--- src/oac_pkg.sv ---
`default_nettype none
package oac_pkg;
  // ----------------------------------------------------------------
  // bus geometry
  // ----------------------------------------------------------------
  localparam int ADDR_W = 16;
  localparam int DATA_W = 32;
  localparam int IDX_W = 14;
  localparam int CTRL_W = 16;
  localparam int SEL_W = 8;

  // ----------------------------------------------------------------
  // register indices (byte address is four times the index)
  // ----------------------------------------------------------------
  localparam logic [IDX_W-1:0] IDX_P1_SEL_LOW = 14'h020A;
  localparam logic [IDX_W-1:0] IDX_P1_SEL_HIGH = 14'h020C;
  localparam logic [IDX_W-1:0] IDX_COMBO_CTRL = 14'h0C80;
  localparam logic [IDX_W-1:0] IDX_TRANSIMP_CTRL = 14'h0F00;

  // ----------------------------------------------------------------
  // combo_opamp_ctrl fields
  // ----------------------------------------------------------------
  localparam int COMBO_BLOCK_EN_BIT = 10;
  localparam int COMBO_SPEED_BIT = 9;
  localparam int COMBO_AMP_EN_BIT = 8;
  localparam int COMBO_NMUX_EN_BIT = 7;
  localparam int COMBO_NEG_INPUT_SELECT_LSB = 4;
  localparam int COMBO_PMUX_EN_BIT = 3;
  localparam int COMBO_PSEL_LSB = 0;
  localparam logic [CTRL_W-1:0] COMBO_RW_MASK = 16'h07BB;
  localparam logic [CTRL_W-1:0] COMBO_RST = 16'h0000;

  // input select encodings
  localparam logic [1:0] INSEL_EXT_PIN = 2'h0;
  localparam logic [1:0] INSEL_TRANSIMP = 2'h1;

  // ----------------------------------------------------------------
  // transimp_ctrl fields
  // ----------------------------------------------------------------
  localparam int TRANSIMP_EN_BIT = 0;
  localparam int TRANSIMP_SPEED_BIT = 1;
  localparam int TRANSIMP_PSEL_LSB = 6;
  localparam logic [CTRL_W-1:0] TRANSIMP_RW_MASK = 16'h00C3;
  localparam logic [CTRL_W-1:0] TRANSIMP_RST = 16'h0000;

  // ----------------------------------------------------------------
  // port 1 function select
  // ----------------------------------------------------------------
  localparam logic [SEL_W-1:0] SEL_RW_MASK = 8'hFF;
  localparam logic [SEL_W-1:0] SEL_RST = 8'h00;
  localparam int COMBO_PIN_LSB = 2;
  localparam int TRANSIMP_PIN_LSB = 5;
  localparam int PIN_GROUP_W = 3;

  // ----------------------------------------------------------------
  // reference setups and bus answers
  // ----------------------------------------------------------------
  localparam logic [CTRL_W-1:0] CFG_COMBO_EXT_LOWPWR = 16'h0588;
  localparam logic [CTRL_W-1:0] CFG_TRANSIMP_LOWSPD = 16'h0001;
  localparam logic [CTRL_W-1:0] CFG_TRANSIMP_HIGHSPD = 16'h0003;
  localparam logic [1:0] RESP_OKAY = 2'h0;
  localparam logic [1:0] RESP_SLVERR = 2'h2;
endpackage
`default_nettype wire

--- src/oac_field_reg.sv ---
`timescale 1ns/10ps
`default_nettype none
module oac_field_reg #(
  parameter int WIDTH = 16,
  parameter logic [WIDTH-1:0] RW_MASK = '1,
  parameter logic [WIDTH-1:0] RST = '0
) (
  // clock and reset
  input wire logic ref_clk,
  input wire logic reset,
  // write port
  input wire logic wr_en,
  input wire logic [WIDTH-1:0] wdata,
  input wire logic [WIDTH/8-1:0] wbe,
  // stored value
  output logic [WIDTH-1:0] q
);
  logic [WIDTH-1:0] q_next;

  // read-only bits never take a written value
  always_comb begin
    q_next = q;
    for (int b = 0; b < WIDTH / 8; b++) begin
      if (wr_en && wbe[b]) begin
        q_next[b*8 +: 8] = wdata[b*8 +: 8];
      end
    end
    q_next = q_next & RW_MASK;
  end

  always_ff @(posedge ref_clk) begin
    if (reset) begin
      q <= RST;
    end else begin
      q <= q_next;
    end
  end
endmodule // oac_field_reg
`default_nettype wire

--- src/oac_regs.sv ---
`timescale 1ns/10ps
`default_nettype none
// Overview of operation
// - combo amp active only with amp, positive mux and negative mux enables set.
// - combo speed bit picks high-speed or low-power low-speed mode.
// - positive select connects combo input to external pin or transimpedance output.
// - value 0x0588 gives external inputs, low-power low-speed combo amp.
// - combo control is 16 bits, fixed field layout, reserved zero, reset zero.
// - combo output routed to comparator and converter, consumers select it.
// - combo pins need bits 2..4 set in both port1 select registers.
// - transimpedance enable bit 0 turns it on, bit 1 picks speed.
// - 0x01 gives low-speed enabled, 0x3 gives high-speed enabled.
// - transimpedance output routed to comparator, converter and combo inputs.
// - transimpedance pins need bits 5..7 set in both port1 select registers.
// - transimpedance control 16 bits, select at 7:6, others zero, reset zero.
// - both port1 select registers are 8-bit read-write, reset to zero.
module oac_regs
  import oac_pkg::*;
(
  // clock and reset
  input wire logic ref_clk,
  input wire logic reset,
  // axi4-lite write address
  input wire logic s_axi_awvalid,
  output logic s_axi_awready,
  input wire logic [ADDR_W-1:0] s_axi_awaddr,
  // axi4-lite write data
  input wire logic s_axi_wvalid,
  output logic s_axi_wready,
  input wire logic [DATA_W-1:0] s_axi_wdata,
  input wire logic [DATA_W/8-1:0] s_axi_wstrb,
  // axi4-lite write response
  output logic s_axi_bvalid,
  input wire logic s_axi_bready,
  output logic [1:0] s_axi_bresp,
  // axi4-lite read address
  input wire logic s_axi_arvalid,
  output logic s_axi_arready,
  input wire logic [ADDR_W-1:0] s_axi_araddr,
  // axi4-lite read data
  output logic s_axi_rvalid,
  input wire logic s_axi_rready,
  output logic [DATA_W-1:0] s_axi_rdata,
  output logic [1:0] s_axi_rresp,
  // combo amplifier controls
  output logic combo_block_enable,
  output logic combo_amp_active,
  output logic combo_high_speed,
  output logic combo_pos_from_pin,
  output logic combo_pos_from_transimp,
  output logic combo_neg_from_pin,
  output logic [1:0] combo_neg_select,
  output logic combo_out_routed,
  output logic combo_pins_enabled,
  // transimpedance amplifier controls
  output logic transimp_active,
  output logic transimp_high_speed,
  output logic [1:0] transimp_pos_select,
  output logic transimp_out_routed,
  output logic transimp_pins_enabled,
  // port 1 function select to pad mux
  output logic [SEL_W-1:0] port1_func_sel_low,
  output logic [SEL_W-1:0] port1_func_sel_high
);
  // ----------------------------------------------------------------
  // write channel state
  // ----------------------------------------------------------------
  logic aw_full_reg;
  logic w_full_reg;
  logic [ADDR_W-1:0] aw_addr_reg;
  logic [DATA_W-1:0] w_data_reg;
  logic [DATA_W/8-1:0] w_strb_reg;

  wire aw_take = s_axi_awvalid && s_axi_awready;
  wire w_take = s_axi_wvalid && s_axi_wready;
  // response waits until the previous one is accepted
  wire do_write = aw_full_reg && w_full_reg && !s_axi_bvalid;
  wire aw_full_next = aw_take || (aw_full_reg && !do_write);
  wire w_full_next = w_take || (w_full_reg && !do_write);
  wire bvalid_next = do_write || (s_axi_bvalid && !s_axi_bready);

  wire [IDX_W-1:0] wr_idx = aw_addr_reg[ADDR_W-1:2];
  wire wr_sel_low = do_write && (wr_idx == IDX_P1_SEL_LOW);
  wire wr_sel_high = do_write && (wr_idx == IDX_P1_SEL_HIGH);
  wire wr_combo = do_write && (wr_idx == IDX_COMBO_CTRL);
  wire wr_transimp = do_write && (wr_idx == IDX_TRANSIMP_CTRL);
  wire wr_hit = wr_sel_low || wr_sel_high || wr_combo || wr_transimp;

  always_ff @(posedge ref_clk) begin
    if (reset) begin
      aw_full_reg <= 1'b0;
      w_full_reg <= 1'b0;
      aw_addr_reg <= '0;
      w_data_reg <= '0;
      w_strb_reg <= '0;
      s_axi_awready <= 1'b0;
      s_axi_wready <= 1'b0;
      s_axi_bvalid <= 1'b0;
      s_axi_bresp <= RESP_OKAY;
    end else begin
      aw_full_reg <= aw_full_next;
      w_full_reg <= w_full_next;
      if (aw_take) begin
        aw_addr_reg <= s_axi_awaddr;
      end
      if (w_take) begin
        w_data_reg <= s_axi_wdata;
        w_strb_reg <= s_axi_wstrb;
      end
      s_axi_awready <= !aw_full_next;
      s_axi_wready <= !w_full_next;
      s_axi_bvalid <= bvalid_next;
      if (do_write) begin
        // unmapped words answer slverr and change nothing
        s_axi_bresp <= wr_hit ? RESP_OKAY : RESP_SLVERR;
      end
    end
  end

  // ----------------------------------------------------------------
  // register storage
  // ----------------------------------------------------------------
  logic [SEL_W-1:0] sel_low_q;
  logic [SEL_W-1:0] sel_high_q;
  logic [CTRL_W-1:0] combo_q;
  logic [CTRL_W-1:0] transimp_q;

  oac_field_reg #(.WIDTH(SEL_W), .RW_MASK(SEL_RW_MASK), .RST(SEL_RST)) u_sel_low (
    .ref_clk(ref_clk),
    .reset(reset),
    .wr_en(wr_sel_low),
    .wdata(w_data_reg[SEL_W-1:0]),
    .wbe(w_strb_reg[0:0]),
    .q(sel_low_q)
  );

  oac_field_reg #(.WIDTH(SEL_W), .RW_MASK(SEL_RW_MASK), .RST(SEL_RST)) u_sel_high (
    .ref_clk(ref_clk),
    .reset(reset),
    .wr_en(wr_sel_high),
    .wdata(w_data_reg[SEL_W-1:0]),
    .wbe(w_strb_reg[0:0]),
    .q(sel_high_q)
  );

  // reserved bits masked off inside the register
  oac_field_reg #(.WIDTH(CTRL_W), .RW_MASK(COMBO_RW_MASK), .RST(COMBO_RST)) u_combo (
    .ref_clk(ref_clk),
    .reset(reset),
    .wr_en(wr_combo),
    .wdata(w_data_reg[CTRL_W-1:0]),
    .wbe(w_strb_reg[1:0]),
    .q(combo_q)
  );

  // reserved bits masked off inside the register
  oac_field_reg #(.WIDTH(CTRL_W), .RW_MASK(TRANSIMP_RW_MASK), .RST(TRANSIMP_RST)) u_transimp (
    .ref_clk(ref_clk),
    .reset(reset),
    .wr_en(wr_transimp),
    .wdata(w_data_reg[CTRL_W-1:0]),
    .wbe(w_strb_reg[1:0]),
    .q(transimp_q)
  );

  // ----------------------------------------------------------------
  // read channel
  // ----------------------------------------------------------------
  wire ar_take = s_axi_arvalid && s_axi_arready;
  wire rvalid_next = ar_take || (s_axi_rvalid && !s_axi_rready);
  wire [IDX_W-1:0] rd_idx = s_axi_araddr[ADDR_W-1:2];
  wire rd_sel_low = rd_idx == IDX_P1_SEL_LOW;
  wire rd_sel_high = rd_idx == IDX_P1_SEL_HIGH;
  wire rd_combo = rd_idx == IDX_COMBO_CTRL;
  wire rd_transimp = rd_idx == IDX_TRANSIMP_CTRL;
  wire rd_hit = rd_sel_low || rd_sel_high || rd_combo || rd_transimp;
  wire [DATA_W-1:0] rd_word =
    rd_sel_low ? {{(DATA_W-SEL_W){1'b0}}, sel_low_q} :
    rd_sel_high ? {{(DATA_W-SEL_W){1'b0}}, sel_high_q} :
    rd_combo ? {{(DATA_W-CTRL_W){1'b0}}, combo_q} :
    rd_transimp ? {{(DATA_W-CTRL_W){1'b0}}, transimp_q} :
    {DATA_W{1'b0}};

  always_ff @(posedge ref_clk) begin
    if (reset) begin
      s_axi_arready <= 1'b0;
      s_axi_rvalid <= 1'b0;
      s_axi_rdata <= '0;
      s_axi_rresp <= RESP_OKAY;
    end else begin
      s_axi_arready <= !rvalid_next;
      s_axi_rvalid <= rvalid_next;
      if (ar_take) begin
        s_axi_rdata <= rd_word;
        s_axi_rresp <= rd_hit ? RESP_OKAY : RESP_SLVERR;
      end
    end
  end

  // ----------------------------------------------------------------
  // amplifier control decode
  // ----------------------------------------------------------------
  wire [1:0] combo_psel = combo_q[COMBO_PSEL_LSB +: 2];
  wire [1:0] combo_neg_input_select = combo_q[COMBO_NEG_INPUT_SELECT_LSB +: 2];
  wire combo_pmux = combo_q[COMBO_PMUX_EN_BIT];
  wire combo_nmux = combo_q[COMBO_NMUX_EN_BIT];
  // gp operation needs all three enables together
  wire combo_on = combo_q[COMBO_AMP_EN_BIT] && combo_pmux && combo_nmux;
  wire transimp_on = transimp_q[TRANSIMP_EN_BIT];
  wire combo_pins = (&sel_low_q[COMBO_PIN_LSB +: PIN_GROUP_W]) &&
                    (&sel_high_q[COMBO_PIN_LSB +: PIN_GROUP_W]);
  wire transimp_pins = (&sel_low_q[TRANSIMP_PIN_LSB +: PIN_GROUP_W]) &&
                       (&sel_high_q[TRANSIMP_PIN_LSB +: PIN_GROUP_W]);

  // registered so analog switches never see decode glitches
  always_ff @(posedge ref_clk) begin
    if (reset) begin
      combo_block_enable <= 1'b0;
      combo_amp_active <= 1'b0;
      combo_high_speed <= 1'b0;
      combo_pos_from_pin <= 1'b0;
      combo_pos_from_transimp <= 1'b0;
      combo_neg_from_pin <= 1'b0;
      combo_neg_select <= 2'h0;
      combo_out_routed <= 1'b0;
      combo_pins_enabled <= 1'b0;
      transimp_active <= 1'b0;
      transimp_high_speed <= 1'b0;
      transimp_pos_select <= 2'h0;
      transimp_out_routed <= 1'b0;
      transimp_pins_enabled <= 1'b0;
      port1_func_sel_low <= SEL_RST;
      port1_func_sel_high <= SEL_RST;
    end else begin
      combo_block_enable <= combo_q[COMBO_BLOCK_EN_BIT];
      combo_amp_active <= combo_on;
      combo_high_speed <= combo_q[COMBO_SPEED_BIT];
      combo_pos_from_pin <= combo_pmux && (combo_psel == INSEL_EXT_PIN);
      combo_pos_from_transimp <= combo_pmux && (combo_psel == INSEL_TRANSIMP);
      combo_neg_from_pin <= combo_nmux && (combo_neg_input_select == INSEL_EXT_PIN);
      combo_neg_select <= combo_neg_input_select;
      // consumers still pick this signal in their own selects
      combo_out_routed <= combo_on;
      combo_pins_enabled <= combo_pins;
      transimp_active <= transimp_on;
      transimp_high_speed <= transimp_q[TRANSIMP_SPEED_BIT];
      transimp_pos_select <= transimp_q[TRANSIMP_PSEL_LSB +: 2];
      transimp_out_routed <= transimp_on;
      transimp_pins_enabled <= transimp_pins;
      port1_func_sel_low <= sel_low_q;
      port1_func_sel_high <= sel_high_q;
    end
  end

  // ----------------------------------------------------------------
  // assertions
  // ----------------------------------------------------------------
  property p_combo_active;
    @(posedge ref_clk) disable iff (reset)
    ##1 combo_amp_active == $past(combo_q[COMBO_AMP_EN_BIT] && combo_q[COMBO_PMUX_EN_BIT]
                                   && combo_q[COMBO_NMUX_EN_BIT]);
  endproperty
  a_combo_active: assert property (p_combo_active)
    else $error("combo active does not follow the three enables");

  property p_combo_speed;
    @(posedge ref_clk) disable iff (reset)
    $changed(combo_q[COMBO_SPEED_BIT]) |=> combo_high_speed == $past(combo_q[COMBO_SPEED_BIT]);
  endproperty
  a_combo_speed: assert property (p_combo_speed)
    else $error("combo speed mode did not follow its bit");

  property p_combo_pos;
    @(posedge ref_clk) disable iff (reset)
    combo_pos_from_transimp |-> !combo_pos_from_pin && $past(combo_q[COMBO_PMUX_EN_BIT])
                                && $past(combo_q[COMBO_PSEL_LSB +: 2]) == INSEL_TRANSIMP;
  endproperty
  a_combo_pos: assert property (p_combo_pos)
    else $error("combo positive input select inconsistent");

  property p_combo_ext_lowpwr;
    @(posedge ref_clk) disable iff (reset)
    (wr_combo && w_strb_reg[1:0] == 2'h3 && w_data_reg[CTRL_W-1:0] == CFG_COMBO_EXT_LOWPWR)
    |-> ##2 (combo_amp_active && !combo_high_speed && combo_pos_from_pin && combo_neg_from_pin
             && combo_block_enable);
  endproperty
  a_combo_ext_lowpwr: assert property (p_combo_ext_lowpwr)
    else $error("reference combo setup did not take effect");

  property p_reserved_zero;
    @(posedge ref_clk) disable iff (reset)
    ((combo_q & ~COMBO_RW_MASK) == '0) && ((transimp_q & ~TRANSIMP_RW_MASK) == '0);
  endproperty
  a_reserved_zero: assert property (p_reserved_zero)
    else $error("reserved control bit is set");

  property p_combo_routed;
    @(posedge ref_clk) disable iff (reset)
    combo_out_routed == combo_amp_active;
  endproperty
  a_combo_routed: assert property (p_combo_routed)
    else $error("combo routing disagrees with combo active");

  property p_combo_pins;
    @(posedge ref_clk) disable iff (reset)
    ##1 combo_pins_enabled == $past(sel_low_q[4] && sel_low_q[3] && sel_low_q[2]
                                     && sel_high_q[4] && sel_high_q[3] && sel_high_q[2]);
  endproperty
  a_combo_pins: assert property (p_combo_pins)
    else $error("combo pin function wrong");

  property p_transimp_on;
    @(posedge ref_clk) disable iff (reset)
    ##1 transimp_active == $past(transimp_q[0]) && transimp_high_speed == $past(transimp_q[1]);
  endproperty
  a_transimp_on: assert property (p_transimp_on)
    else $error("transimpedance enable or speed wrong");

  property p_transimp_hs;
    @(posedge ref_clk) disable iff (reset)
    (wr_transimp && w_strb_reg[0] && w_data_reg[7:0] == CFG_TRANSIMP_HIGHSPD[7:0])
    |-> ##2 (transimp_active && transimp_high_speed);
  endproperty
  a_transimp_hs: assert property (p_transimp_hs)
    else $error("high-speed transimpedance setup did not take effect");

  property p_transimp_ls;
    @(posedge ref_clk) disable iff (reset)
    (wr_transimp && w_strb_reg[0] && w_data_reg[7:0] == CFG_TRANSIMP_LOWSPD[7:0])
    |-> ##2 (transimp_active && !transimp_high_speed);
  endproperty
  a_transimp_ls: assert property (p_transimp_ls)
    else $error("low-speed transimpedance setup did not take effect");

  property p_transimp_pins;
    @(posedge ref_clk) disable iff (reset)
    ##1 transimp_pins_enabled == $past(sel_low_q[7] && sel_low_q[6] && sel_low_q[5]
                                        && sel_high_q[7] && sel_high_q[6] && sel_high_q[5]);
  endproperty
  a_transimp_pins: assert property (p_transimp_pins)
    else $error("transimpedance pin function wrong");

  property p_sel_reset;
    @(posedge ref_clk) disable iff (reset)
    $fell(reset) |-> (sel_low_q == '0 && sel_high_q == '0 && combo_q == '0 && transimp_q == '0);
  endproperty
  a_sel_reset: assert property (p_sel_reset)
    else $error("register not zero after reset");

  property p_write_resp;
    @(posedge ref_clk) disable iff (reset)
    do_write |=> s_axi_bvalid && s_axi_bresp == $past(wr_hit ? RESP_OKAY : RESP_SLVERR);
  endproperty
  a_write_resp: assert property (p_write_resp)
    else $error("write response missing or wrong");
endmodule // oac_regs
`default_nettype wire

--- config.mk ---
export PLATFORM = sky130hd
export DESIGN_NAME = oac_regs
export DESIGN_NICKNAME = d
export VERILOG_FILES = /design/src/oac_pkg.sv /design/src/oac_field_reg.sv /design/src/oac_regs.sv
export SDC_FILE = /design/constraint.sdc
export NUM_CORES = 1
export LEC_CHECK = 0
export ABC_AREA = 1
export ABC_CLOCK_PERIOD_IN_PS = 1800
export BUFFER_PORTS_ARGS = -buffer_cell sky130_fd_sc_hd__buf_2
export CORE_UTILIZATION = 49
export DETAILED_ROUTE_END_ITERATION = 10
export PLACE_DENSITY = 0.79
export SLEW_MARGIN = 5
export SYNTH_ARGS = -nofsm -noshare
export SYNTH_HDL_FRONTEND = slang
export SYNTH_SLANG_ARGS = --single-unit
--- constraint.sdc ---
create_clock -name ref_clk -period 1.8 [get_ports ref_clk]
set_clock_uncertainty 0.2 [all_clocks]
set_input_delay 0.09 -clock ref_clk [delete_from_list [all_inputs] [get_ports ref_clk]]
set_output_delay 0.09 -clock ref_clk [all_outputs]
set_load 0.1 [all_outputs]
==> run metrics <==
Starting Density around half; status finished, final reports clean; GPL Wtd Cong 0.8451; initial antenna violation count 0; R2R Path End u_sel_high.q[2]; FMAX between 500 and 600 MHz; Data required, critical path approximately 1.9 ns; die area 0.008858 mm2; crit path max fanout 16; Tot GR Track Use between 20% and 30%; largest cells by area after synthesis dfxtp_1 (51%), nor2_1 (9.0%), o21ai_0 (6.6%); Final ANT Viol Nets 0; average cell area after synthesis about 7.9 um2; port bufs between 90 and 100; fillers between 700 and 800; Layout area overhead 25.88%; Most used DFF post-synth dfxtp_1; Power Density around 900 mW/mm2; fin. max-slew vios 0; Routed wire per std cell around 12 um; largest net degree at the start of global routing 45; net switching fraction of the power 30.32%; # nets final between 700 and 800; CTS tree yes; clk_lat worst skew approximately 0.36 ns; register area around 0.0021 mm2; Comb pwr share 15.2%; Synth top cells by count dfxtp_1 (106), nor2_1 (100), inv_1 (57); Setup TNS Final 0 ns; cell internal pwr about 3.3 mW; placed cell area approximately 0.0046 mm2; worst reg-to-reg setup slack 0.09 ns; Final setup violation count 0; Final Hold Fails 0; # IOs between 100 and 150; vias in the first global route about 3400; cell chain of the critical path nor2_2, nand4_1, nor2_2, nand3_4, o21ai_0, a21oi_1; Buf/Inv on CP 0; die height roughly 94 um; cell area after layout between 0.005 and 0.006 mm2; worst reg2reg path depth 6; clock power share between 30% and 40%; hold endpoint aw_addr_reg[6]; clk sinks about 110; cell with the most instances after synthesis dfxtp_1; width of the die about 94 um; drt initial violations between 150 and 200; htree depth 3; RSZ-0062 raised after global routing yes; Max stage delay on crit path 0.33 ns; Final min period 1.707 ns; Max Cap Viol 0; multi-input logic area approximately 0.0016 mm2; Peak VDD IR around 0.00055 V; clk slew on worst S/H paths 0.11 ns; CTS Buf Count 9; critical path arrival 1.77 ns; CP endpoint kind flip-flop; share of layout cells above drive strength 1 23.33%; synthesized instance count between 500 and 600; Inserted Diodes 0; Post-route DRC 0; leading area contributor after synthesis dfxtp_1; WHS Path Cells 5; Flop pwr share a little over half; Root Driver clkbuf_8; Setup crit start kind flip-flop; first drt pass iteration count 4; first-pass GRT wire length ~15000 um; std cell rows 33; synthesized flop and latch total 106; R2R Path Start aw_addr_reg[15]; CP delay by family, top simple AND/OR/NAND/NOR gates; Slowest cell on crit path dfxtp_1; hold crit path type primary input to flip-flop; Synth warnings 0; vias after detailed routing roughly 3700; total gr overflow 0; worst hold margin approximately 0.02 ns; Largest register FFs 14; drt via density a little under 5; Netlist Area Pre-Place 0.004158 mm2; Final period util between 90% and 100%; P_sw 1.421 mW; worst hold path startpoint s_axi_awvalid; EDFF count, synth 0; register area share after synthesis approximately half; HPWL after detailed placement about 6700 um; core footprint 0.008217 mm2; Cell variety after synth 30; Longest Clk Path Bufs 2; Routed WL 9477 um; Post-synth ARST share 0%; CP Class flip-flop to flip-flop; top cell type's share of synthesized area about half; Tot Pwr 4.688 mW; Leak Pwr 2.302 nW; CP most frequent cell nor2_2
## cell families after synthesis
family	Yosys count	share of synthesized area, %
AOI/OAI and AO/OA	118	15.05
buffers and inverters	104	12.25
DFF	106	51.04
other	1	0.09019
and+or+nand+nor	197	21.58
## metal layers
metal / vias to the layer above / track usage (%) / part of all wire [%]
li1: 1915 / - / -
met1: 1679 / 25.73 / 43
met2: 125 / 40.15 / 50
met3: 12 / 4.935 / 5.6
met4: 0 / 6.538 / 1.5
met5: - / 0 / 0
## layout make-up
class,count,area share (%)
sequential,106,40.64
multi-input combinational,338,31.20
timing repair buffer,140,17.24
inverter,60,4.303
tap,105,2.510
clock buffer,9,2.367
clock inverter,7,1.745
## power groups by stage
stage / registers (mW) / logic (mW) / clock network, mW
floorplan: 2.61 / 0.444 / 0
global placement: 2.50 / 0.629 / 0
detailed placement: 2.51 / 0.639 / 0
CTS: 2.45 / 0.700 / 1.55
global route: 2.46 / 0.766 / 1.64
finish: 2.46 / 0.711 / 1.52
## metrics by stage
stage / worst slack (ns) / utilization, % / instances
2_1_floorplan: -0.01961 / - / 548
3_3_place_gp: 0.1031 / 56.36 / 713
3_5_place_dp: 0.04457 / 56.36 / 713
4_1_cts: 0.02572 / 63.24 / 764
5_1_grt: -0.06042 / 63.70 / 765
6_report: 0.09256 / 63.70 / 765
## cells in the final DEF (no fill, tap or decap), types with 2 or more instances in the layout
| cell | count |
|---|---|
| dlygate4sd3_1 | 35 |
| nor2_2 | 7 |
| nand3_4 | 2 |
| clkbuf_8 | 9 |
| a21oi_1 | 44 |
| inv_1 | 57 |
| inv_2 | 2 |
| dfxtp_2 | 4 |
| o21ai_1 | 20 |
| nor2_4 | 3 |
| nor4_1 | 6 |
| nand2_2 | 3 |
| conb_1 | 23 |
| buf_2 | 96 |
| dfxtp_1 | 102 |
| nor2_1 | 98 |
| a21oi_2 | 3 |
| o22ai_1 | 4 |
| inv_6 | 2 |
| buf_4 | 8 |
| nand2_1 | 32 |
| nand3_1 | 32 |
| o21ai_2 | 4 |
| o21ai_0 | 42 |
| nor3_1 | 3 |
| nand4_1 | 7 |
## tightest hold or removal path, stage by stage
cell and delay, ns:
buf_2 0.09, nand2_1 0.07, inv_1 0.11, nor2_1 0.12, nor2_1 0.05
## how the worst max path moves through the flow
stage / startpoint / end / slack (ns) / cells past startpoint
after floorplan: s_axi_arready / s_axi_rdata[4] / -0.02 / 6
after global placement: aw_addr_reg[6] / u_sel_high.q[1] / 0.10 / 6
after detailed placement: aw_addr_reg[15] / u_sel_high.q[5] / 0.04 / 6
after CTS: reset / aw_addr_reg[15] / 0.03 / 7
after global routing: aw_addr_reg[15] / u_sel_high.q[3] / -0.06 / 6
final: aw_addr_reg[15] / u_sel_high.q[2] / 0.09 / 6
## timing repair
item | in CTS | in global routing
hold endpoints to repair | 42 | 0
hold buffers | 35 | 0
gates resized for setup | 0 | 21
buffers inserted | 0 | 1
endpoints found under the setup margin | 0 | 24
Note: power is estimated with default switching activity, not from simulation.
